--- src/include/uart_shadow_pkg.sv ---
package uart_shadow_pkg;
    // Register map, byte addresses
    localparam logic [31:0] ALIAS_BASE  = 32'h5000_1130;
    localparam logic [31:0] ALIAS_SPAN  = 32'h0000_0040;
    localparam logic [31:0] ALIAS3_ADDR = 32'h5000_113C;
    localparam logic [31:0] ALIAS4_ADDR = 32'h5000_1140;
    localparam logic [31:0] CTRL_ADDR   = 32'h5000_1180;
    localparam logic [31:0] LSR_ADDR    = 32'h5000_1184;
    localparam logic [31:0] ISR_ADDR    = 32'h5000_1188;
    localparam logic [31:0] IMR_ADDR    = 32'h5000_118C;

    // Field positions
    localparam int CTRL_FIFO_EN_BIT = 0;
    localparam int CTRL_IR_BIT      = 1;
    localparam int LSR_RXV_BIT      = 0;
    localparam int LSR_OVR_BIT      = 1;
    localparam int LSR_TX_HOLDING_EMPTY_FLAG_BIT     = 5;
    localparam int IRQ_RX_BIT       = 0;
    localparam int IRQ_OVR_BIT      = 1;
    localparam int IRQ_TXE_BIT      = 2;
    localparam int IRQ_W            = 3;

    // Buffer geometry
    localparam int BYTE_W = 8;
    localparam int PTR_W  = 4;
    localparam int CNT_W  = 5;
    localparam logic [CNT_W-1:0] FIFO_DEPTH = 5'h10;

    // Serial timing
    localparam int CLK_PERIOD_NS = 100;
    localparam int BIT_TIME_NS   = 8600;
    localparam int BIT_CYCLES    = BIT_TIME_NS / CLK_PERIOD_NS;
    localparam int BAUD_W        = 8;
    localparam logic [BAUD_W-1:0] BIT_LAST = BAUD_W'(BIT_CYCLES - 1);
    localparam logic [BAUD_W-1:0] BIT_MID  = BAUD_W'(BIT_CYCLES / 2 - 1);
    localparam logic [3:0] FRAME_LAST = 4'h9;
    localparam logic [2:0] DATA_LAST  = 3'h7;

    // Bus answers
    localparam logic [1:0] RESP_OKAY   = 2'h0;
    localparam logic [1:0] RESP_SLVERR = 2'h2;

    typedef enum {SEL_NONE, SEL_ALIAS, SEL_CTRL, SEL_LSR, SEL_ISR, SEL_IMR} reg_sel_e;

    function automatic reg_sel_e decode(input logic [31:0] addr);
        if (addr >= ALIAS_BASE && addr < ALIAS_BASE + ALIAS_SPAN) return SEL_ALIAS;
        unique case (addr)
            CTRL_ADDR: return SEL_CTRL;
            LSR_ADDR:  return SEL_LSR;
            ISR_ADDR:  return SEL_ISR;
            IMR_ADDR:  return SEL_IMR;
            default:   return SEL_NONE;
        endcase
    endfunction : decode
endpackage : uart_shadow_pkg

--- src/hw/fifo_mem.sv ---
`timescale 1ns/100ps
module fifo_mem
    import uart_shadow_pkg::*;
(
    input  wire logic              clk,
    input  wire logic              wr_en,
    input  wire logic [PTR_W-1:0]  wr_addr,
    input  wire logic [BYTE_W-1:0] wr_data,
    input  wire logic [PTR_W-1:0]  rd_addr,
    output logic      [BYTE_W-1:0] rd_data
);
    logic [BYTE_W-1:0] mem [2**PTR_W];

    // Storage write, no reset needed
    always_ff @(posedge clk) begin
        if (wr_en) begin
            mem[wr_addr] <= wr_data;
        end
    end

    // Registered read; a new head shows one cycle after the pointer moves
    always_ff @(posedge clk) begin
        rd_data <= mem[rd_addr];
    end
endmodule : fifo_mem

--- src/hw/uart_shadow.sv ---
// The AXI4-Lite interface to the registers was decided locally.
`timescale 1ns/100ps
// Behaviour
// - Sixteen consecutive words alias one receive/transmit buffer for burst access.
// - Reads return the received byte in bits 7:0, serial or infrared input.
// - Without FIFOs an unread byte is overwritten and overrun is flagged.
// - With FIFOs a buffer read returns the receive FIFO head.
// - Full receive FIFO keeps entries, drops newcomer, flags overrun.
// - Written bytes go out on serial line or active-low infrared output.
// - Without FIFOs a write clears the transmit-holding-empty flag.
// - Without FIFOs further writes replace the pending transmit byte.
// - With FIFOs writes are accepted until sixteen bytes are queued.
// - Writes to a full transmit FIFO are dropped, contents unchanged.
module uart_shadow
    import uart_shadow_pkg::*;
(
    input  wire logic        clk,
    input  wire logic        sys_rst,
    input  wire logic [31:0] awaddr,
    input  wire logic [2:0]  awprot,
    input  wire logic        awvalid,
    output logic             awready,
    input  wire logic [31:0] wdata,
    input  wire logic [3:0]  wstrb,
    input  wire logic        wvalid,
    output logic             wready,
    output logic [1:0]       bresp,
    output logic             bvalid,
    input  wire logic        bready,
    input  wire logic [31:0] araddr,
    input  wire logic [2:0]  arprot,
    input  wire logic        arvalid,
    output logic             arready,
    output logic [31:0]      rdata,
    output logic [1:0]       rresp,
    output logic             rvalid,
    input  wire logic        rready,
    input  wire logic        sin,
    input  wire logic        sir_in,
    output logic             sout,
    output logic             sir_out_n,
    output logic             irq
);
    typedef enum {RD_IDLE, RD_WAIT, RD_RESP} rd_state_e;
    typedef enum {TX_IDLE, TX_LOAD, TX_SEND} tx_state_e;
    typedef enum {RX_IDLE, RX_START, RX_DATA, RX_STOP} rx_state_e;

    logic aw_full_q, w_full_q, wr_fire, tx_push, flush;
    logic [31:0] awaddr_q, wdata_q, araddr_q, rd_mux;
    logic [3:0] wstrb_q;
    reg_sel_e wr_sel, rd_sel;
    rd_state_e rd_state_q;
    logic rd_pop, lsr_read;
    logic fifo_en_q, ir_mode_q;
    logic [PTR_W-1:0] rx_wr_ptr_q, rx_rd_ptr_q, tx_wr_ptr_q, tx_rd_ptr_q;
    logic [CNT_W-1:0] rx_count_q, tx_count_q;
    logic [BYTE_W-1:0] rx_mem_rd, tx_mem_rd, rx_hold_q, tx_hold_q, rx_sh_q;
    logic rx_hold_full_q, tx_hold_full_q, rx_push, rx_pop, tx_push_fifo, tx_take;
    logic rx_done, rx_in, ovr_event, ovr_q, rx_valid, tx_avail, tx_holding_empty_flag, tx_holding_empty_flag_q;
    logic [IRQ_W-1:0] isr_q, imr_q, events, isr_clr;
    tx_state_e tx_state_q;
    rx_state_e rx_state_q;
    logic [BAUD_W-1:0] tx_baud_q, rx_baud_q;
    logic [3:0] tx_idx_q;
    logic [2:0] rx_idx_q;
    logic [9:0] tx_sh_q;
    logic tx_line;

    ////////////////////////////////////////////////////////////////////////////
    // AXI4-Lite write side: address and data taken in either order
    assign awready = !aw_full_q && !bvalid;
    assign wready  = !w_full_q && !bvalid;
    assign wr_fire = aw_full_q && w_full_q && !bvalid;
    assign wr_sel  = decode(awaddr_q);
    assign tx_push = wr_fire && wr_sel == SEL_ALIAS && wstrb_q[0];

    always_ff @(posedge clk) begin
        if (sys_rst) begin
            aw_full_q <= 1'b0;
            w_full_q  <= 1'b0;
            awaddr_q  <= '0;
            wdata_q   <= '0;
            wstrb_q   <= '0;
        end else begin
            if (awvalid && awready) begin
                aw_full_q <= 1'b1;
                awaddr_q  <= awaddr;
            end else if (wr_fire) begin
                aw_full_q <= 1'b0;
            end
            if (wvalid && wready) begin
                w_full_q <= 1'b1;
                wdata_q  <= wdata;
                wstrb_q  <= wstrb;
            end else if (wr_fire) begin
                w_full_q <= 1'b0;
            end
        end
    end

    // Write response; unmapped addresses answer SLVERR
    always_ff @(posedge clk) begin
        if (sys_rst) begin
            bvalid <= 1'b0;
            bresp  <= RESP_OKAY;
        end else if (wr_fire) begin
            bvalid <= 1'b1;
            bresp  <= (wr_sel == SEL_NONE) ? RESP_SLVERR : RESP_OKAY;
        end else if (bready) begin
            bvalid <= 1'b0;
        end
    end

    // Control and mask registers; a FIFO-enable change flushes both paths
    assign flush = wr_fire && wr_sel == SEL_CTRL && wstrb_q[0]
                   && wdata_q[CTRL_FIFO_EN_BIT] != fifo_en_q;

    always_ff @(posedge clk) begin
        if (sys_rst) begin
            fifo_en_q <= 1'b0;
            ir_mode_q <= 1'b0;
            imr_q     <= '0;
        end else if (wr_fire && wstrb_q[0]) begin
            if (wr_sel == SEL_CTRL) begin
                fifo_en_q <= wdata_q[CTRL_FIFO_EN_BIT];
                ir_mode_q <= wdata_q[CTRL_IR_BIT];
            end
            if (wr_sel == SEL_IMR) begin
                imr_q <= wdata_q[IRQ_W-1:0];
            end
        end
    end

    ////////////////////////////////////////////////////////////////////////////
    // AXI4-Lite read side; the wait state lets the FIFO head settle
    assign arready  = rd_state_q == RD_IDLE;
    assign rvalid   = rd_state_q == RD_RESP;
    assign rd_sel   = decode(araddr_q);
    assign rd_pop   = rd_state_q == RD_WAIT && rd_sel == SEL_ALIAS;
    assign lsr_read = rd_state_q == RD_WAIT && rd_sel == SEL_LSR;

    always_comb begin
        rd_mux = '0;
        unique case (rd_sel)
            SEL_ALIAS: rd_mux[BYTE_W-1:0] = fifo_en_q ? rx_mem_rd : rx_hold_q;
            SEL_CTRL: begin
                rd_mux[CTRL_FIFO_EN_BIT] = fifo_en_q;
                rd_mux[CTRL_IR_BIT]      = ir_mode_q;
            end
            SEL_LSR: begin
                rd_mux[LSR_RXV_BIT]  = rx_valid;
                rd_mux[LSR_OVR_BIT]  = ovr_q;
                rd_mux[LSR_TX_HOLDING_EMPTY_FLAG_BIT] = tx_holding_empty_flag;
            end
            SEL_ISR:  rd_mux[IRQ_W-1:0] = isr_q;
            SEL_IMR:  rd_mux[IRQ_W-1:0] = imr_q;
            SEL_NONE: rd_mux = '0;
        endcase
    end

    always_ff @(posedge clk) begin
        if (sys_rst) begin
            rd_state_q <= RD_IDLE;
            araddr_q   <= '0;
            rdata      <= '0;
            rresp      <= RESP_OKAY;
        end else begin
            unique case (rd_state_q)
                RD_IDLE: if (arvalid) begin
                    araddr_q   <= araddr;
                    rd_state_q <= RD_WAIT;
                end
                RD_WAIT: begin
                    rdata      <= rd_mux;
                    rresp      <= (rd_sel == SEL_NONE) ? RESP_SLVERR : RESP_OKAY;
                    rd_state_q <= RD_RESP;
                end
                RD_RESP: if (rready) rd_state_q <= RD_IDLE;
            endcase
        end
    end

    ////////////////////////////////////////////////////////////////////////////
    // Receive storage: single holding byte or sixteen-entry FIFO
    assign rx_pop    = rd_pop && fifo_en_q && rx_count_q != '0;
    assign rx_push   = rx_done && fifo_en_q && (rx_count_q != FIFO_DEPTH || rx_pop);
    assign ovr_event = rx_done && (fifo_en_q ? !rx_push : rx_hold_full_q && !rd_pop);
    assign rx_valid  = fifo_en_q ? rx_count_q != '0 : rx_hold_full_q;

    always_ff @(posedge clk) begin
        if (sys_rst || flush) begin
            rx_wr_ptr_q <= '0;
            rx_rd_ptr_q <= '0;
            rx_count_q  <= '0;
        end else begin
            if (rx_push) rx_wr_ptr_q <= rx_wr_ptr_q + 1'b1;
            if (rx_pop) rx_rd_ptr_q <= rx_rd_ptr_q + 1'b1;
            if (rx_push && !rx_pop) rx_count_q <= rx_count_q + 1'b1;
            else if (rx_pop && !rx_push) rx_count_q <= rx_count_q - 1'b1;
        end
    end

    // Holding byte: a new arrival beats the read that would clear it
    always_ff @(posedge clk) begin
        if (sys_rst || flush) begin
            rx_hold_q      <= '0;
            rx_hold_full_q <= 1'b0;
        end else if (rx_done && !fifo_en_q) begin
            rx_hold_q      <= rx_sh_q;
            rx_hold_full_q <= 1'b1;
        end else if (rd_pop) begin
            rx_hold_full_q <= 1'b0;
        end
    end

    fifo_mem u_rx_mem (
        .clk     (clk),
        .wr_en   (rx_push),
        .wr_addr (rx_wr_ptr_q),
        .wr_data (rx_sh_q),
        .rd_addr (rx_rd_ptr_q),
        .rd_data (rx_mem_rd)
    );

    ////////////////////////////////////////////////////////////////////////////
    // Transmit storage: holding byte or FIFO, full FIFO drops the write
    assign tx_push_fifo = tx_push && fifo_en_q && tx_count_q != FIFO_DEPTH;
    assign tx_avail     = fifo_en_q ? tx_count_q != '0 : tx_hold_full_q;
    assign tx_holding_empty_flag         = !tx_avail;
    assign tx_take      = tx_state_q == TX_LOAD && tx_avail;

    always_ff @(posedge clk) begin
        if (sys_rst || flush) begin
            tx_wr_ptr_q <= '0;
            tx_rd_ptr_q <= '0;
            tx_count_q  <= '0;
        end else begin
            if (tx_push_fifo) tx_wr_ptr_q <= tx_wr_ptr_q + 1'b1;
            if (tx_take && fifo_en_q) tx_rd_ptr_q <= tx_rd_ptr_q + 1'b1;
            if (tx_push_fifo && !(tx_take && fifo_en_q)) tx_count_q <= tx_count_q + 1'b1;
            else if (tx_take && fifo_en_q && !tx_push_fifo) tx_count_q <= tx_count_q - 1'b1;
        end
    end

    // A write in the load cycle still wins, so that byte is sent next
    always_ff @(posedge clk) begin
        if (sys_rst || flush) begin
            tx_hold_q      <= '0;
            tx_hold_full_q <= 1'b0;
        end else if (tx_push && !fifo_en_q) begin
            tx_hold_q      <= wdata_q[BYTE_W-1:0];
            tx_hold_full_q <= 1'b1;
        end else if (tx_take) begin
            tx_hold_full_q <= 1'b0;
        end
    end

    fifo_mem u_tx_mem (
        .clk     (clk),
        .wr_en   (tx_push_fifo),
        .wr_addr (tx_wr_ptr_q),
        .wr_data (wdata_q[BYTE_W-1:0]),
        .rd_addr (tx_rd_ptr_q),
        .rd_data (tx_mem_rd)
    );

    ////////////////////////////////////////////////////////////////////////////
    // Transmitter, 8N1; infrared drives a low level for each zero bit
    assign tx_line   = (tx_state_q == TX_SEND) ? tx_sh_q[0] : 1'b1;
    assign sout      = ir_mode_q ? 1'b1 : tx_line;
    assign sir_out_n = ir_mode_q ? tx_line : 1'b1;

    always_ff @(posedge clk) begin
        if (sys_rst) begin
            tx_state_q <= TX_IDLE;
            tx_sh_q    <= '1;
            tx_baud_q  <= '0;
            tx_idx_q   <= '0;
        end else begin
            unique case (tx_state_q)
                TX_IDLE: if (tx_avail) tx_state_q <= TX_LOAD;
                TX_LOAD: begin
                    tx_sh_q    <= {1'b1, fifo_en_q ? tx_mem_rd : tx_hold_q, 1'b0};
                    tx_baud_q  <= '0;
                    tx_idx_q   <= '0;
                    tx_state_q <= tx_avail ? TX_SEND : TX_IDLE;
                end
                TX_SEND: if (tx_baud_q == BIT_LAST) begin
                    tx_baud_q <= '0;
                    tx_sh_q   <= {1'b1, tx_sh_q[9:1]};
                    tx_idx_q  <= tx_idx_q + 1'b1;
                    if (tx_idx_q == FRAME_LAST) tx_state_q <= TX_IDLE;
                end else begin
                    tx_baud_q <= tx_baud_q + 1'b1;
                end
            endcase
        end
    end

    ////////////////////////////////////////////////////////////////////////////
    // Receiver, mid-bit sampling; a bad stop bit discards the byte
    assign rx_in   = ir_mode_q ? !sir_in : sin;
    assign rx_done = rx_state_q == RX_STOP && rx_baud_q == BIT_LAST && rx_in;

    always_ff @(posedge clk) begin
        if (sys_rst) begin
            rx_state_q <= RX_IDLE;
            rx_baud_q  <= '0;
            rx_idx_q   <= '0;
            rx_sh_q    <= '0;
        end else begin
            rx_baud_q <= rx_baud_q + 1'b1;
            unique case (rx_state_q)
                RX_IDLE: begin
                    rx_baud_q <= '0;
                    if (!rx_in) rx_state_q <= RX_START;
                end
                RX_START: if (rx_baud_q == BIT_MID) begin
                    rx_baud_q  <= '0;
                    rx_idx_q   <= '0;
                    rx_state_q <= rx_in ? RX_IDLE : RX_DATA;
                end
                RX_DATA: if (rx_baud_q == BIT_LAST) begin
                    rx_baud_q <= '0;
                    rx_sh_q   <= {rx_in, rx_sh_q[BYTE_W-1:1]};
                    rx_idx_q  <= rx_idx_q + 1'b1;
                    if (rx_idx_q == DATA_LAST) rx_state_q <= RX_STOP;
                end
                RX_STOP: if (rx_baud_q == BIT_LAST) rx_state_q <= RX_IDLE;
            endcase
        end
    end

    ////////////////////////////////////////////////////////////////////////////
    // Status and interrupts; a set always beats a clear in the same cycle
    assign events[IRQ_RX_BIT]  = rx_push || (rx_done && !fifo_en_q);
    assign events[IRQ_OVR_BIT] = ovr_event;
    assign events[IRQ_TXE_BIT] = tx_holding_empty_flag && !tx_holding_empty_flag_q;
    assign isr_clr = (wr_fire && wr_sel == SEL_ISR && wstrb_q[0]) ? wdata_q[IRQ_W-1:0] : '0;
    assign irq     = |(isr_q & imr_q);

    always_ff @(posedge clk) begin
        if (sys_rst) begin
            isr_q  <= '0;
            ovr_q  <= 1'b0;
            tx_holding_empty_flag_q <= 1'b1;
        end else begin
            isr_q  <= (isr_q & ~isr_clr) | events;
            ovr_q  <= ovr_event || (ovr_q && !lsr_read);
            tx_holding_empty_flag_q <= tx_holding_empty_flag;
        end
    end
endmodule : uart_shadow

--- config.mk ---
export PLATFORM = sky130hd
export DESIGN_NAME = uart_shadow
export DESIGN_NICKNAME = d
export VERILOG_FILES = /design/src/include/uart_shadow_pkg.sv /design/src/hw/fifo_mem.sv /design/src/hw/uart_shadow.sv
export SDC_FILE = /design/constraint.sdc
export NUM_CORES = 1
export LEC_CHECK = 0
export BUFFER_PORTS_ARGS = -buffer_cell sky130_fd_sc_hd__buf_2
export CAP_MARGIN = 5
export CORE_MARGIN = 10
export CORE_UTILIZATION = 40
export CTS_BUF_LIST = sky130_fd_sc_hd__clkbuf_16
export DETAILED_ROUTE_END_ITERATION = 10
export GPL_TIMING_DRIVEN = 0
export PLACE_DENSITY_LB_ADDON = 0.15
export SLEW_MARGIN = 20
export SYNTH_ARGS = -nofsm -noshare
export SYNTH_HDL_FRONTEND = slang
export SYNTH_SLANG_ARGS = --single-unit
--- constraint.sdc ---
create_clock -name clk -period 4.42 [get_ports clk]
set_clock_uncertainty 0.05 [all_clocks]
set_input_delay 0.663 -clock clk [delete_from_list [all_inputs] [get_ports clk]]
set_output_delay 0.663 -clock clk [all_outputs]
set_load 0.02 [all_outputs]
Word-level counts from Yosys, hierarchy flattened --
Memory sizes are Yosys's and may differ from the RTL's. A register that Yosys moved wholly into a read port is not among the register bits. Index checks and enable logic that the tools add are counted.
Operators by class: add/sub/neg operators 12, multiply operators 0, divide/modulo/power cells 0, $lt $le $gt $ge 4, equal/unequal tests 49, shift-type cells 0, multiplexer cells 69, bitwise logic cells 4, reduce and logical (&&, ||, !) cells 83
Operator list (number):
- 2-to-1 mux 32 bit | 12
- == test 32 x 2 -> 1 bit (second input constant) | 10
- == test 32 x 31 -> 1 bit (second input constant) | 8
- == test 32 x 3 -> 1 bit (second input constant) | 7
- zero test 32 bit | 7
- case mux 32 bit (3 select lines) | 2
- == test 32 x 1 -> 1 bit (second input constant) | 4
- case mux 32 bit (4 select lines) | 1
- == test 32 x 4 -> 1 bit (second input constant) | 2
- greater-or-equal comparator 32 x 31 -> 1 bit (second input constant) | 2
- < comparator 32 x 31 -> 1 bit (second input constant) | 2
- 2-to-1 mux 8 bit | 5
- logical AND 1 bit | 38
- 2-to-1 mux 1 bit | 24
- case mux 3 bit (4 select lines) | 2
- case mux 8 bit (3 select lines) | 1
- adder 4 x 1 -> 4 bit (second input constant) | 5
- 2-to-1 mux 5 bit | 4
- inequality test 2 bit (second input constant) | 10
- case mux 10 bit (2 select lines) | 1
- nonzero test 2 bit | 9
- adder 8 x 1 -> 8 bit (second input constant) | 2
- == test 8 x 7 -> 1 bit (second input constant) | 2
- case mux 8 bit (2 select lines) | 1
- 27 further kinds | 60
Storage, ports and cells: register bits 279, bits in latches 0, memory bits (writable) 256, ROM bits 0, word-level logic and storage cells 258, memories kept 2
Memories:
- u_rx_mem.mem | depth 16, width 8, rd ports 1, clocked after Yosys merged registers in 1, write ports 1, line fifo_mem.sv:12 | logic [BYTE_W-1:0] mem [2**PTR_W];
- u_tx_mem.mem | depth 16, width 8, rd ports 1, clocked after Yosys merged registers in 1, write ports 1, line fifo_mem.sv:12

Logic depth before layout (Yosys ltp) --
word-level depth 14, mapped depth 16, gate-level depth less buffers 15

By module --
A second synthesis with hierarchy kept.
Unflattened totals: cells, all modules 1463, area, all modules 18874.4 um^2
By module, submodules not included:
- fifo_mem | instances 2, cells an instance 229, area each 5147.4 um^2
- uart_shadow | instances 1, cells an instance 1005, area each 8579.5 um^2

Worst setup path after synthesis --
OpenSTA, ideal clock, no wires.
kind reg-to-reg, from register rd_state_q[1], to register rx_count_q[4], arrival 3.111 ns, path slack 1.189 ns, cell stages (with the launch flop) 16, path buffers 1, cell sequence dfxtp_1 inv_1 ha_1 nor4b_2 nand2_2 or3_1 buf_2 or3_1 ha_1 inv_1 ha_1 a21o_1 a21oi_1 xnor2_1 or3_1 a21oi_1
Between the ends: longest elaborated chain between the ends 9
Ends and longest elaborated chain:
- from (decl) | line uart_shadow.sv:52 | rd_state_e rd_state_q;
- from (signal assigned) | line uart_shadow.sv:163 | rd_state_q <= RD_IDLE;
- from (signal assigned) | line uart_shadow.sv:171 | rd_state_q <= RD_WAIT;
- from (signal assigned) | line uart_shadow.sv:176 | rd_state_q <= RD_RESP;
- == test 32 x 2 -> 1 bit * | line uart_shadow.sv:139 | assign rd_pop = rd_state_q == RD_WAIT && rd_sel == SEL_ALIAS;
- logical AND 1 bit * | line uart_shadow.sv:139
- logical AND 1 bit * (2 in series) | line uart_shadow.sv:185 | assign rx_pop = rd_pop && fifo_en_q && rx_count_q != '0;
- logical OR 1 bit | line uart_shadow.sv:186 | assign rx_push = rx_done && fifo_en_q && (rx_count_q != FIFO_DEPTH || rx_pop);
- logical AND 1 bit | line uart_shadow.sv:186
- zero test 1 bit | line uart_shadow.sv:199 | else if (rx_pop && !rx_push) rx_count_q <= rx_count_q - 1'b1;
- logical AND 1 bit | line uart_shadow.sv:199
- nonzero test 2 bit (no line)
- to (signal assigned) | line uart_shadow.sv:198 | if (rx_push && !rx_pop) rx_count_q <= rx_count_q + 1'b1;
- to (signal assigned) | line uart_shadow.sv:199
- to (decl) | line uart_shadow.sv:56 | logic [CNT_W-1:0] rx_count_q, tx_count_q;
Mark *: on every way between the ends. The rest lies on a longest branch, timed or not. A chain may end at the register's enable or synchronous reset.

Worst setup path after layout --
from register araddr_q[15], to register rx_count_q[4]
Between the ends: longest elaborated chain between the ends 13
Ends and longest elaborated chain:
- from (decl) | line uart_shadow.sv:49 | logic [31:0] awaddr_q, wdata_q, araddr_q, rd_mux;
- from (signal assigned) | line uart_shadow.sv:170 | araddr_q <= araddr;
- greater-or-equal comparator 32 x 31 -> 1 bit or < comparator 32 x 31 -> 1 bit (tied branches) | line uart_shadow_pkg.sv:46 | if (addr >= ALIAS_BASE && addr < ALIAS_BASE + ALIAS_SPAN) return SEL_ALIAS;
- logical AND 1 bit | line uart_shadow_pkg.sv:46
- 2-to-1 mux 1 bit | line uart_shadow_pkg.sv:46
- 2-to-1 mux 32 bit * | line uart_shadow_pkg.sv:47 | unique case (addr)
- == test 32 x 2 -> 1 bit * | line uart_shadow.sv:139
- logical AND 1 bit * | line uart_shadow.sv:139
- logical AND 1 bit * (2 in series) | line uart_shadow.sv:185
- logical OR 1 bit * | line uart_shadow.sv:186
- logical AND 1 bit * | line uart_shadow.sv:186
- named net rx_push | line uart_shadow.sv:58 | logic rx_hold_full_q, tx_hold_full_q, rx_push, rx_pop, tx_push_fifo, tx_take;
- zero test 1 bit | line uart_shadow.sv:199
- logical AND 1 bit | line uart_shadow.sv:199
- nonzero test 2 bit (no line)
The timed path passes the listed nets; every way through them passes the cells marked *.

==> metrics.md <==
| Metric | Value |
|---|---|
| Clk root buf | clkbuf_16 |
| WS Path Type | reg -> reg |
| Clk pin slew, worst setup/hold paths | 0.06 ns |
| Worst hold path stage count | 3 |
| Rel. slew slack | 34.9% |
| Antenna violations before repair | 0 |
| Tmin final | 3.82 ns |
| Largest net degree at the start of global routing | 22 |
| # IOs | 159 |
| Max Clk Rate | 262 MHz |
| Routed wire length | 45600 um |
| Final Hold Fails | 0 |
| Initial core utilization | 40.3% |
| Critical Path Start Type | register |
| Die Height | 236 um |
| Row count | 79 |
| RSZ-0062 raised after global routing | false |
| Unique cell type count in the Yosys netlist | 71 |
| Core ar. | 46300 um2 |
| Synth area leaders | edfxtp_1 (41%), dfxtp_1 (22%), mux4_2 (9.7%) |
| Async SR Flop Fraction | 0% |
| Post-DP Area | 20000 um2 |
| Period utilisation layout | 86.5% |
| GRT Total Usage | 16.2% |
| Placed Instances | 2173 |
| Area growth, synth to finish | 15.7% |
| Synth Register Bits | 458 |
| CTS tree | built |
| # DRC | 0 |
| Max_cap viols | 0 |
| Vias per std cell | 5.16 |
| Die width | 236 um |
| Register area share after synthesis | 63.0% |
| RePlAce Congestion | 0.803 |
| Drt first pass iters | 5 |
| Pleak | 7.68 nW |
| Mean post-synth cell area | 12.9 um2 |
| Die area | 55600 um2 |
| Clock sinks | 458 |
| Skew-Pair Late Insertion Delay | 0.58 ns |
| Final max-slew violation count | 0 |
| Grt ovf | 0 |
| Critical Path AT | 4.29 ns |
| Finished Layout Cells | 2261 |
| Setup WS post-layout | 0.597 ns |
| Cts-stage hold buffer count | 0 |
| Ys Warns | 0 |
| Post-CTS Resized | 0 |
| Synth Flop Type | edfxtp_1 |
| Port bufs | 99 |
| DP HPWL | 32300 um |
| First-pass GRT wire length | 70200 um |
| Setup slack at placement | 0.520 ns |
| Synth Instances | 1441 |
| Cell area after synthesis | 18600 um2 |
| Final design utilization | 46.6% |
| Pwr Density | 422 nW/um2 |
| H-Tree Level Count | 2 |
| Initial DRC count | 947 |
| Peak VDD IR | 0.000292 V |
| Fillers | 4235 |
| Post-synth top area cell | edfxtp_1 |
| Design Area, Final | 21600 um2 |
| Antenna-violating nets left | 0 |
| CP endpoint kind | register |
| Status | complete, no violations |
| Worst Hold Class | in -> reg |
| Layout cells sized above 1 | 19.5% |
| Final Setup Violations | 0 |
| Total CTS buffers | 48 |
| Postcts setup bufs | 0 |
| Fin Setup TNS | 0 ns |
| Worst-margin pin slew | 0.973 ns |
| Post-layout net count | 1766 |
| Max FO, Critical Path | 10 |
| CP required | 4.88 ns |
| DR WL/cell | 20.2 um |
| Tot Pwr | 9.09 mW |
| Total number of vias | 11.7k |
| R2r worst-path depth | 13 |
| WHS | 0.271 ns |
| Top-area cell type share of the netlist area | 41.3% |
| CTS Buffer Depth | 3 |
| EDFF count, synth | 256 |
| Vias in the first global route | 11.8k |
| N_diodes | 0 |
## state kept, by name, summed over array words and instances (netlist names), 4 cells and up, named ones only
signal / count
u_rx_mem.mem: 128
u_tx_mem.mem: 128
araddr_q: 32
awaddr_q: 32
tx_sh_q: 9
rdata: 8
rx_baud_q: 8
rx_hold_q: 8
rx_sh_q: 8
tx_baud_q: 8
tx_hold_q: 8
u_rx_mem.rd_data: 8
u_tx_mem.rd_data: 8
wdata_q: 8
rx_count_q: 5
tx_count_q: 5
rx_rd_ptr_q: 4
rx_wr_ptr_q: 4
tx_idx_q: 4
tx_rd_ptr_q: 4
tx_wr_ptr_q: 4
## area by class of cell
| cell class | instances | area [um2] | area share [%] |
|---|---|---|---|
| multi-input combinational | 874 | 6390 | 29.6 |
| tap | 607 | 759 | 3.52 |
| clock inverter | 37 | 275 | 1.28 |
| inverter | 34 | 128 | 0.592 |
| clock buffer | 51 | 1280 | 5.92 |
| sequential | 458 | 11700 | 54.4 |
| buffer | 100 | 502 | 2.33 |
| timing repair buffer | 100 | 503 | 2.33 |
## path summary, 6_finish.rpt
check | from | to | slack (ns)
worst max-delay path | araddr_q[15] | rx_count_q[4] | 0.60
worst min-delay path | wdata[7] | wdata_q[7] | 0.27
worst max register to register | araddr_q[15] | rx_count_q[4] | 0.60
worst min register to register | awaddr_q[24] | awaddr_q[24] | 0.41
## power by group
| part | internal, mW | switching (mW) |
|---|---|---|
| logic | 0.173 | 0.312 |
| clock network | 2.31 | 1.64 |
| registers | 4.57 | 0.0881 |
| total | 7.05 | 2.04 |
## cells by family (layout without fill, tap and decap cells)
kind of cell / after synthesis / in the layout / share of synthesized area [%]
other cells: 1 / 26 / 0.0201
buf+inv: 134 / 322 / 3.38
simple gates: 465 / 465 / 11.6
mux: 122 / 122 / 12.0
fa+ha+maj: 35 / 35 / 2.43
compound gates: 192 / 192 / 6.04
flops: 458 / 458 / 63.0
xor+xnor: 34 / 34 / 1.60
## synth_stat cells (3+ instances only)
library cell and count:
or4_1 3, a21oi_1 125, dfxtp_1 202, nand3_1 15, and4bb_2 4, nand2b_1 5
nor2b_1 14, mux4_2 80, buf_1 10, nand2_1 207, a21o_1 5, ha_1 33
o2111ai_1 3, a211oi_1 5, clkbuf_1 47, nand4_1 11, buf_4 29, and2_1 4
nor3_1 11, nor2_1 128, nor4_1 11, o31ai_1 3, or3_1 8, xor2_1 20
xnor2_1 14, inv_1 34, edfxtp_1 256, mux2i_1 36, and3_1 18, o21ai_0 17
o211ai_1 9, buf_2 14, nor3b_1 3, mux2_2 6
## critical path: stages (launching register included)
cell	delay [ns]
dfxtp_1	0.31
nor4b_1	0.45
nand3_1	0.32
nor3_4	0.47
o211a_4	0.28
buf_2	0.22
ha_1	0.20
inv_1	0.10
fa_1	0.42
a21o_1	0.18
a21oi_1	0.18
xnor2_1	0.11
or3_1	0.32
a21oi_1	0.15
## cell usage in the layout, fill, tap and decap left out, types with 5 or more instances in the layout
cell type and count:
and3_1 18, dfxtp_1 202, clkinv_2 7, a21o_1 5, nand2b_1 5, mux2i_1 36
a211oi_1 5, buf_1 10, nand3_1 15, ha_1 33, clkinv_1 11, or3_1 8
buf_2 113, clkbuf_1 47, nor3_1 6, clkbuf_16 51, nor2b_1 14, a21oi_1 125
conb_1 26, nor4_1 11, mux2_2 6, nor3_2 6, inv_1 42, xor2_1 20
buf_4 30, o21ai_0 17, o211ai_1 9, xnor2_1 14, nor2_1 128, edfxtp_1 256
mux4_2 80, nand2_1 207, nand4_1 11
## per-layer routing
metal  GRT usage, %  vias up  part of all wire (%)
met5              0        -                     0
met4           4.74        0                   1.9
met3           3.27       59                   5.5
met2           24.6      293                    44
met1           23.0     5757                    48
li1               -     5554                     -
(Power assumes the default switching activity.)
